`config.mk`:
```
export PLATFORM = sky130hd
export DESIGN_NAME = tpw_unit
export DESIGN_NICKNAME = d
export VERILOG_FILES = /design/src/tpw_pkg.sv /design/src/tpw_prescaler.sv /design/src/tpw_unit.sv
export SDC_FILE = /design/constraint.sdc
export NUM_CORES = 1
export LEC_CHECK = 0
export BUFFER_PORTS_ARGS = -buffer_cell sky130_fd_sc_hd__buf_4
export CELL_PAD_IN_SITES_DETAIL_PLACEMENT = 2
export CELL_PAD_IN_SITES_GLOBAL_PLACEMENT = 2
export CORE_MARGIN = 3
export CORE_UTILIZATION = 37
export DETAILED_ROUTE_END_ITERATION = 10
export PLACE_DENSITY_LB_ADDON = 0.3
export SLEW_MARGIN = 20
export SYNTH_ARGS = -nofsm -noshare
export SYNTH_HDL_FRONTEND = slang
export SYNTH_SLANG_ARGS = --single-unit
```
`constraint.sdc`:
```
create_clock -name clk -period 3.9 [get_ports clk]
set_input_delay 0.585 -clock clk [delete_from_list [all_inputs] [get_ports clk]]
set_output_delay 0.585 -clock clk [all_outputs]
set_load 0.005 [all_outputs]
```
`src/tpw_pkg.sv`:
```
package tpw_pkg;

    // ---------------------------------------------------------------
    // register indices, byte address is four times the index
    // ---------------------------------------------------------------
    localparam logic [7:0] IDX_INTERRUPT_CONTROL = 8'h0B;
    localparam logic [7:0] IDX_PERIPHERAL_IRQ_FLAGS = 8'h0C;
    localparam logic [7:0] IDX_TIMER_COUNT = 8'h11;
    localparam logic [7:0] IDX_TIMER_CONTROL = 8'h12;
    localparam logic [7:0] IDX_DUTY_UPPER_BYTE = 8'h15;
    localparam logic [7:0] IDX_DUTY_SHADOW_BYTE = 8'h16;
    localparam logic [7:0] IDX_MODULE_CONTROL = 8'h17;
    localparam logic [7:0] IDX_PORT_B_DIRECTION = 8'h86;
    localparam logic [7:0] IDX_PERIPHERAL_IRQ_ENABLES = 8'h8C;
    localparam logic [7:0] IDX_PERIOD_COMPARE = 8'h92;

    // ---------------------------------------------------------------
    // reset values and readable masks
    // ---------------------------------------------------------------
    localparam logic [7:0] RST_ZERO = 8'h00;
    localparam logic [7:0] RST_PORT_B_DIRECTION = 8'hFF;
    localparam logic [7:0] RST_PERIOD_COMPARE = 8'hFF;
    localparam logic [7:0] MASK_IRQ_REGS = 8'hF7;
    localparam logic [7:0] MASK_TIMER_CONTROL = 8'h7F;
    localparam logic [7:0] MASK_MODULE_CONTROL = 8'h3F;

    // ---------------------------------------------------------------
    // field positions
    // ---------------------------------------------------------------
    localparam int TC_PRESCALE_LSB = 0;
    localparam int TC_RUN_BIT = 2;
    localparam int TC_POSTSCALE_LSB = 3;
    localparam int MC_MODE_LSB = 0;
    localparam int MC_DUTY_LOW_LSB = 4;
    localparam int FLAG_TIMER_MATCH = 1;
    localparam int DIR_MODULATOR_PIN = 3;

    // ---------------------------------------------------------------
    // timing counts: phases per timer tick, and clocks per phase for each prescale ratio
    // ---------------------------------------------------------------
    localparam int PHASES_PER_TICK = 4;
    localparam int PRESCALE_DIV1 = 1;
    localparam int PRESCALE_DIV4 = 4;
    localparam int PRESCALE_DIV16 = 16;

    typedef enum logic [1:0] {MODE_OFF, MODE_OTHER, MODE_PWM} tpw_mode_t;

    typedef enum logic [3:0] {
        REG_NONE, REG_INTERRUPT_CONTROL, REG_PIRF, REG_TCOUNT, REG_TCTRL, REG_DUTY_HI,
        REG_SHADOW, REG_MCTRL, REG_DIR, REG_PIEN, REG_PERIOD
    } tpw_reg_t;

endpackage : tpw_pkg

```
`src/tpw_prescaler.sv`:
```
`timescale 1ns/1ps

module tpw_prescaler (
    input wire logic clk,
    input wire logic rst_b,
    input wire logic run,
    input wire logic clr,
    input wire logic [1:0] prescale_select,
    output logic [1:0] phase,
    output logic tick
);

    typedef struct packed {
        logic [3:0] sub;
        logic [1:0] phase;
    } tpw_pre_state_t;

    tpw_pre_state_t st;
    tpw_pre_state_t next_st;
    logic [3:0] limit;

    // ---------------------------------------------------------------
    // ratio decode
    // ---------------------------------------------------------------
    function automatic logic [3:0] tpw_limit(input logic [1:0] sel);
        case (sel)
            2'b00: tpw_limit = 4'(tpw_pkg::PRESCALE_DIV1 - 1);
            2'b01: tpw_limit = 4'(tpw_pkg::PRESCALE_DIV4 - 1);
            default: tpw_limit = 4'(tpw_pkg::PRESCALE_DIV16 - 1);
        endcase
    endfunction : tpw_limit

    always_comb begin
        limit = tpw_limit(prescale_select);
        next_st = st;
        if (clr) begin
            next_st = '0;
        end else if (run) begin
            if (st.sub >= limit) begin
                next_st.sub = 4'h0;
                next_st.phase = st.phase + 2'h1;
            end else begin
                next_st.sub = st.sub + 4'h1;
            end
        end
    end

    always_ff @(posedge clk or negedge rst_b) begin
        if (!rst_b) begin
            st <= '0;
        end else begin
            st <= next_st;
        end
    end

    // one timer increment every four phases of prescale clocks each
    // phase after this edge, so the duty compare lands as the count arrives
    assign phase = next_st.phase;
    assign tick = run && !clr && st.phase == 2'(tpw_pkg::PHASES_PER_TICK - 1) && st.sub >= limit;

endmodule : tpw_prescaler

```
`src/tpw_unit.sv`:
```
`timescale 1ns/1ps

// Summary of operation
// - period lasts (period value + 1) x 4 clocks x prescale ratio.
// - count equal to period value clears count at next increment.
// - rollover drives pin high, except duty zero keeps it low.
// - rollover copies duty byte and two low bits into shadow and latch.
// - duty is 10 bits: duty byte high, module control bits 5:4 low.
// - high time equals duty x clock x prescale ratio.
// - duty writes take effect only at the next period match.
// - shadow duty byte ignores writes in modulator mode.
// - pin clears when buffered duty equals count extended by phase bits.
// - duty beyond period never clears pin, output stays high.
// - prescaler divides by 1, 4 or 16.
// - writing zero to module control forces output latch low.
module tpw_unit #(
    parameter int PADDR_W = 12
) (
    input wire logic clk,
    input wire logic rst_b,
    input wire logic psel,
    input wire logic penable,
    input wire logic pwrite,
    input wire logic [PADDR_W-1:0] paddr,
    input wire logic [31:0] pwdata,
    output logic [31:0] prdata,
    output logic pready,
    output logic pslverr,
    output logic modulator_output_pin,
    output logic modulator_output_enable
);

    if (PADDR_W < 10) begin : g_addr_chk
        $error("tpw_unit: PADDR_W must be at least 10");
    end

    typedef struct packed {
        logic [7:0] interrupt_control;
        logic [7:0] peripheral_irq_flags;
        logic [7:0] timer_count;
        logic [7:0] timer_control;
        logic [7:0] duty_upper_byte;
        logic [7:0] duty_shadow_byte;
        logic [7:0] module_control;
        logic [7:0] port_b_direction;
        logic [7:0] peripheral_irq_enables;
        logic [7:0] period_compare;
        logic [1:0] duty_low_latch;
        logic out_latch;
        logic [3:0] post;
        logic [31:0] prdata;
        logic pready;
        logic pslverr;
        logic pin;
        logic pin_oe;
    } tpw_state_t;

    tpw_state_t st;
    tpw_state_t next_st;
    logic [1:0] phase;
    logic tick;
    logic run;
    logic pwm;
    logic rollover;
    logic duty_match;
    logic wr;
    logic clr_pre;
    tpw_pkg::tpw_reg_t rid;
    logic [9:0] duty_buf;
    logic [9:0] duty_prog;
    logic [7:0] count_next;

    // ---------------------------------------------------------------
    // decoding
    // ---------------------------------------------------------------
    function automatic tpw_pkg::tpw_reg_t tpw_decode(input logic [PADDR_W-1:0] a);
        logic [7:0] idx;
        idx = a[9:2];
        tpw_decode = tpw_pkg::REG_NONE;
        if ((a >> 10) == '0 && a[1:0] == 2'b00) begin
            case (idx)
                tpw_pkg::IDX_INTERRUPT_CONTROL: tpw_decode = tpw_pkg::REG_INTERRUPT_CONTROL;
                tpw_pkg::IDX_PERIPHERAL_IRQ_FLAGS: tpw_decode = tpw_pkg::REG_PIRF;
                tpw_pkg::IDX_TIMER_COUNT: tpw_decode = tpw_pkg::REG_TCOUNT;
                tpw_pkg::IDX_TIMER_CONTROL: tpw_decode = tpw_pkg::REG_TCTRL;
                tpw_pkg::IDX_DUTY_UPPER_BYTE: tpw_decode = tpw_pkg::REG_DUTY_HI;
                tpw_pkg::IDX_DUTY_SHADOW_BYTE: tpw_decode = tpw_pkg::REG_SHADOW;
                tpw_pkg::IDX_MODULE_CONTROL: tpw_decode = tpw_pkg::REG_MCTRL;
                tpw_pkg::IDX_PORT_B_DIRECTION: tpw_decode = tpw_pkg::REG_DIR;
                tpw_pkg::IDX_PERIPHERAL_IRQ_ENABLES: tpw_decode = tpw_pkg::REG_PIEN;
                tpw_pkg::IDX_PERIOD_COMPARE: tpw_decode = tpw_pkg::REG_PERIOD;
                default: tpw_decode = tpw_pkg::REG_NONE;
            endcase
        end
    endfunction : tpw_decode

    function automatic tpw_pkg::tpw_mode_t tpw_mode(input logic [7:0] mc);
        logic [3:0] f;
        f = mc[tpw_pkg::MC_MODE_LSB +: 4];
        if (f[3:2] == 2'b11) begin
            tpw_mode = tpw_pkg::MODE_PWM;
        end else if (f == 4'h0) begin
            tpw_mode = tpw_pkg::MODE_OFF;
        end else begin
            tpw_mode = tpw_pkg::MODE_OTHER;
        end
    endfunction : tpw_mode

    // ---------------------------------------------------------------
    // time base
    // ---------------------------------------------------------------
    tpw_prescaler u_prescaler (
        .clk(clk),
        .rst_b(rst_b),
        .run(run),
        .clr(clr_pre),
        .prescale_select(st.timer_control[tpw_pkg::TC_PRESCALE_LSB +: 2]),
        .phase(phase),
        .tick(tick)
    );

    always_comb begin
        run = st.timer_control[tpw_pkg::TC_RUN_BIT];
        pwm = tpw_mode(st.module_control) == tpw_pkg::MODE_PWM;
        rid = tpw_decode(paddr);
        wr = psel && penable && st.pready && pwrite;
        clr_pre = wr && (rid == tpw_pkg::REG_TCOUNT || rid == tpw_pkg::REG_TCTRL);
        rollover = tick && st.timer_count == st.period_compare;
        duty_buf = {st.duty_shadow_byte, st.duty_low_latch};
        duty_prog = {st.duty_upper_byte, st.module_control[tpw_pkg::MC_DUTY_LOW_LSB +: 2]};
        // compare the value after this edge, else the high time runs one clock long
        count_next = rollover ? 8'h00 : (tick ? st.timer_count + 8'h01 : st.timer_count);
        // a duty above the last count never matches, so the pin stays high
        duty_match = duty_buf == {count_next, phase};
    end

    // ---------------------------------------------------------------
    // next state
    // ---------------------------------------------------------------
    always_comb begin
        logic [7:0] rd;
        logic flag_set;
        rd = 8'h00;
        flag_set = 1'b0;
        next_st = st;

        // timer and period
        if (tick) begin
            if (rollover) begin
                next_st.timer_count = 8'h00;
                if (st.post == st.timer_control[tpw_pkg::TC_POSTSCALE_LSB +: 4]) begin
                    next_st.post = 4'h0;
                    flag_set = 1'b1;
                end else begin
                    next_st.post = st.post + 4'h1;
                end
                if (pwm) begin
                    next_st.duty_shadow_byte = st.duty_upper_byte;
                    next_st.duty_low_latch = st.module_control[tpw_pkg::MC_DUTY_LOW_LSB +: 2];
                    next_st.out_latch = duty_prog != 10'h000;
                end
            end else begin
                next_st.timer_count = st.timer_count + 8'h01;
            end
        end
        // end of high time, count and duty both in prescaled clock units
        if (pwm && !rollover && duty_match) begin
            next_st.out_latch = 1'b0;
        end

        // apb read, answered in the access cycle
        next_st.pready = psel && !penable;
        next_st.pslverr = 1'b0;
        next_st.prdata = 32'h0000_0000;
        if (psel && !penable) begin
            case (rid)
                tpw_pkg::REG_INTERRUPT_CONTROL: rd = st.interrupt_control;
                tpw_pkg::REG_PIRF: rd = st.peripheral_irq_flags & tpw_pkg::MASK_IRQ_REGS;
                tpw_pkg::REG_TCOUNT: rd = st.timer_count;
                tpw_pkg::REG_TCTRL: rd = st.timer_control & tpw_pkg::MASK_TIMER_CONTROL;
                tpw_pkg::REG_DUTY_HI: rd = st.duty_upper_byte;
                tpw_pkg::REG_SHADOW: rd = st.duty_shadow_byte;
                tpw_pkg::REG_MCTRL: rd = st.module_control & tpw_pkg::MASK_MODULE_CONTROL;
                tpw_pkg::REG_DIR: rd = st.port_b_direction;
                tpw_pkg::REG_PIEN: rd = st.peripheral_irq_enables & tpw_pkg::MASK_IRQ_REGS;
                tpw_pkg::REG_PERIOD: rd = st.period_compare;
                default: rd = 8'h00;
            endcase
            next_st.prdata = {24'h00_0000, rd};
            next_st.pslverr = rid == tpw_pkg::REG_NONE;
        end

        // apb write, takes effect at the access edge
        if (wr) begin
            case (rid)
                tpw_pkg::REG_INTERRUPT_CONTROL: next_st.interrupt_control = pwdata[7:0];
                tpw_pkg::REG_PIRF: next_st.peripheral_irq_flags = pwdata[7:0] & tpw_pkg::MASK_IRQ_REGS;
                tpw_pkg::REG_TCOUNT: next_st.timer_count = pwdata[7:0];
                tpw_pkg::REG_TCTRL: next_st.timer_control = pwdata[7:0] & tpw_pkg::MASK_TIMER_CONTROL;
                tpw_pkg::REG_DUTY_HI: next_st.duty_upper_byte = pwdata[7:0];
                tpw_pkg::REG_SHADOW: begin
                    if (!pwm) begin
                        next_st.duty_shadow_byte = pwdata[7:0];
                    end
                end
                tpw_pkg::REG_MCTRL: begin
                    next_st.module_control = pwdata[7:0] & tpw_pkg::MASK_MODULE_CONTROL;
                    // separate from the port data latch
                    if ((pwdata[7:0] & tpw_pkg::MASK_MODULE_CONTROL) == tpw_pkg::RST_ZERO) begin
                        next_st.out_latch = 1'b0;
                    end
                end
                tpw_pkg::REG_DIR: next_st.port_b_direction = pwdata[7:0];
                tpw_pkg::REG_PIEN: next_st.peripheral_irq_enables = pwdata[7:0] & tpw_pkg::MASK_IRQ_REGS;
                tpw_pkg::REG_PERIOD: next_st.period_compare = pwdata[7:0];
                default: next_st.peripheral_irq_flags = next_st.peripheral_irq_flags;
            endcase
        end
        // hardware set wins over a software clear in the same cycle
        if (flag_set) begin
            next_st.peripheral_irq_flags[tpw_pkg::FLAG_TIMER_MATCH] = 1'b1;
        end

        // pin, one clock behind the latch
        next_st.pin = st.out_latch && pwm;
        next_st.pin_oe = !st.port_b_direction[tpw_pkg::DIR_MODULATOR_PIN];
    end

    always_ff @(posedge clk or negedge rst_b) begin
        if (!rst_b) begin
            st <= '0;
            st.port_b_direction <= tpw_pkg::RST_PORT_B_DIRECTION;
            st.period_compare <= tpw_pkg::RST_PERIOD_COMPARE;
        end else begin
            st <= next_st;
        end
    end

    assign prdata = st.prdata;
    assign pready = st.pready;
    assign pslverr = st.pslverr;
    assign modulator_output_pin = st.pin;
    assign modulator_output_enable = st.pin_oe;

    logic wr_tc;
    logic wr_mc;
    logic wr_sh;
    assign wr_tc = wr && (rid == tpw_pkg::REG_TCOUNT);
    assign wr_mc = wr && (rid == tpw_pkg::REG_MCTRL);
    assign wr_sh = wr && (rid == tpw_pkg::REG_SHADOW);
endmodule : tpw_unit
```
==> results.ini <==
[clock_tree]
h-tree-depth=3
numCtsBuffers=9
clkSinkCount=100
path_clk_slew_ns=0.07
cts_setup_buffers=0
cts_tree=built
post_cts.resized_instances=0
clk_path_buf_depth=2
ctsHoldBuffers=0
worstSkewPairLatency_ns=0.36
root_buffer=clkbuf_16

[job]
drv_cap=0

[worst_hold_path]
hold_path_class=in -> async

[pwr]
p_leak_nw=2.94
swShare=0.276
power_density_nw_per_um2=358
seq_power_share=0.467
netSwitchingPower_uw=662
power_frac_comb=0.140
pwr-share-clk=0.393
vdd_drop_max_uv=227
internal-power_mw=1.74

[yosys]
synth_top_family_by_area=simple AND/OR/NAND/NOR gates
synth-simple-area-share=0.174
synthAdderAreaFrac=0.0166
netlist_area_sq_um=6030
muxShareOfSynthArea=0.123
synth_top_area_cell=dfrtp_1
synth_compound_area_frac=0.166
async_flop_share=1.00
ys_seq_elements=100
yosys_warnings=0
synth_top_area_frac=0.349
synth_xor_area_frac=0.0247
yosys-top-cells-area=dfrtp_1 (35%), mux2_2 (10%), dfstp_2 (7.0%)
ys.flop_type=dfrtp_1
synth-seq-area-share=0.419
synthesis.instances=612
yosysUniqueCellTypes=74
synth-edff-count=0
avgSynthCellArea_sq_um=9.85

[die]
dieArea_sq_um=17900
start_util=0.379
fp.dieW_um=134
io_pins=85
rows=46
fp.coreArea_sq_um=15900
die_h_um=134

[sta]
slew_headroom=0.262
fin_crit_ns=3.66
hold_violations=0
rsz0062_at_grt=false
fin_ws_ns=0.238
slew_viol_final=0
worst_pin_slew_ns=1.10
finClkSkew_ns=0.0101
finalSetupTns_ns=0
fin_crit_sh=0.939
fmax_ghz=0.273
setup_violations=0

[detailed_routing]
drc=0
num_vias=4918
viasPerCell=5.76
drt-pass1-iter-count=4
routed_wl_um=20500
drt_first_iter_violations=246
detail-route-antenna-nets=0
avgRoutedWirePerCell_um=24.0

[worst_setup_path]
max_stage_delay_ns=0.91
cp_cell_sequence=or2_2 -> ha_1 -> nand2b_1 -> a2111oi_2 -> nor4_2 -> nand3_1 -> or4b_1 -> and4_1 -> and4_1 -> nor2_1
startpoint_type=flip-flop
path_class=reg -> reg
cp_slowest_cell=nor4_2
worst_path_most_repeated_cell=and4_1
cp.required_ns=4.19
crit_buf_inv=0
worstPathArrival_ns=3.95
end_kind=flip-flop
cp_max_fo=9
cpLargestDelayFamily=simple AND/OR/NAND/NOR gates

[global_routing]
gr-usage-all-layers=0.235
grt_pass1_wl_um=32400
antenna_found_initial=0
grt_pass1_vias=5451
overflow=0
grt_max_degree=73

[final_layout]
nets=690
n_antenna_cell=0
drive_above_1_share=0.254
multi_input_area_sq_um=3130
fillCellCount=1705
area_growth_pct=11.3
area.sequential_sq_um=2520

[status]
status=completed

[place]
place_ws_ns=0.228
port_buffers=36
place.gp.congestion=0.875
dp_hpwl_um=14900

[per-stage QoR]
stage	cells	hold slack (ns)	instance area [sq um]	power (mW)	util
finish	854	0.371	6710	2.40	0.422
global route	854	0.438	6710	2.51	0.422
CTS	854	0.412	6700	2.41	0.422
detailed placement	838	0.452	6400	1.47	0.403
global placement	838	0.442	6400	1.45	0.403
floorplan	635	0.289	6110	1.34	-
[path summary, 6_finish.rpt]
kind	startpoint	to	slack (ns)	cells after the start
setup / recovery	st[92]	st[40]	0.24	10
hold / removal	rst_b	u_prescaler.st[3]	0.37	1
setup reg to reg	st[92]	st[40]	0.24	10
hold reg to reg	st[62]	modulator_output_enable	0.47	1
max in group asynchronous	rst_b	duty_buf[3]	2.72	2
min in group clk	penable	pready	0.44	2
[sequential cells by signal, indices dropped and copies added (netlist names)]
register                 count
duty_buf                    10
duty_prog                   10
modulator_output_enable      1
modulator_output_pin         1
prdata                       8
pready                       1
pslverr                      1
run                          1
st                          61
u_prescaler.st               6
[power groups by stage]
| stage | clock network [mW] | logic (mW) | registers, mW |
|---|---|---|---|
| after global placement | 0 | 0.313 | 1.13 |
| after CTS | 0.956 | 0.339 | 1.12 |
| after global routing | 1.01 | 0.373 | 1.13 |
| after floorplan | 0 | 0.218 | 1.12 |
| final | 0.942 | 0.335 | 1.12 |
| after detailed placement | 0 | 0.333 | 1.14 |
[layout make-up]
cell class | count | area share
Sequential cell | 100 | 0.376
Clock inverter | 4 | 0.00858
Timing Repair Buffer | 55 | 0.0616
Multi-Input combinational cell | 450 | 0.467
Clock buffer | 12 | 0.0368
Inverter | 17 | 0.00952
Tap cell | 216 | 0.0403
[cell families after synthesis]
logic type / Yosys count
AND/OR/NAND/NOR: 191
AO/OA/AOI/OAI: 143
flip-flops: 100
buffers and inverters: 85
multiplexers: 67
XOR/XNOR: 17
adder cells (fa/ha/maj): 8
other: 1
[layer usage]
metal / vias to the layer above / track usage / routed length [um]
li1: 2222 / - / -
met1: 2552 / 0.304 / 8990
met2: 108 / 0.399 / 10400
met3: 36 / 0.0378 / 672
met4: 0 / 0.0817 / 487
met5: - / 0 / 0
[cell usage after synthesis, types with 3 or more instances]
cell / count
o21ai_0: 20
or4b_1: 3
nor2_1: 44
nor3_2: 6
nor2b_1: 6
a221oi_1: 6
ha_1: 8
inv_1: 17
buf_4: 33
dfrtp_1: 84
mux2i_1: 11
and4_1: 6
buf_2: 5
mux2_2: 56
or4_1: 4
nand2_1: 52
nor3b_1: 4
nand2b_1: 4
a22oi_1: 24
and3_1: 5
xnor2_1: 16
dfstp_2: 16
nand3_1: 7
a31oi_1: 6
clkbuf_1: 27
a22o_1: 7
or3_1: 5
nand4_1: 8
a21oi_1: 41
o21a_1: 4
nor4_1: 8
nor3_1: 13
[cells in the final DEF (no fill, tap or decap), types with 9 or more instances in the layout]
cell       synthesis  layout
conb_1             1      24
xnor2_1           16      16
dfrtp_1           84      84
inv_1             17      17
nand2_1           52      52
clkbuf_16          0       9
dfstp_2           16      16
buf_4             33      55
mux2_2            56      56
nor2_1            44      43
o21ai_0           20      20
nor3_1            13      13
mux2i_1           11      11
a22oi_1           24      24
a21oi_1           41      41
Power figures use the tool's default switching activity.
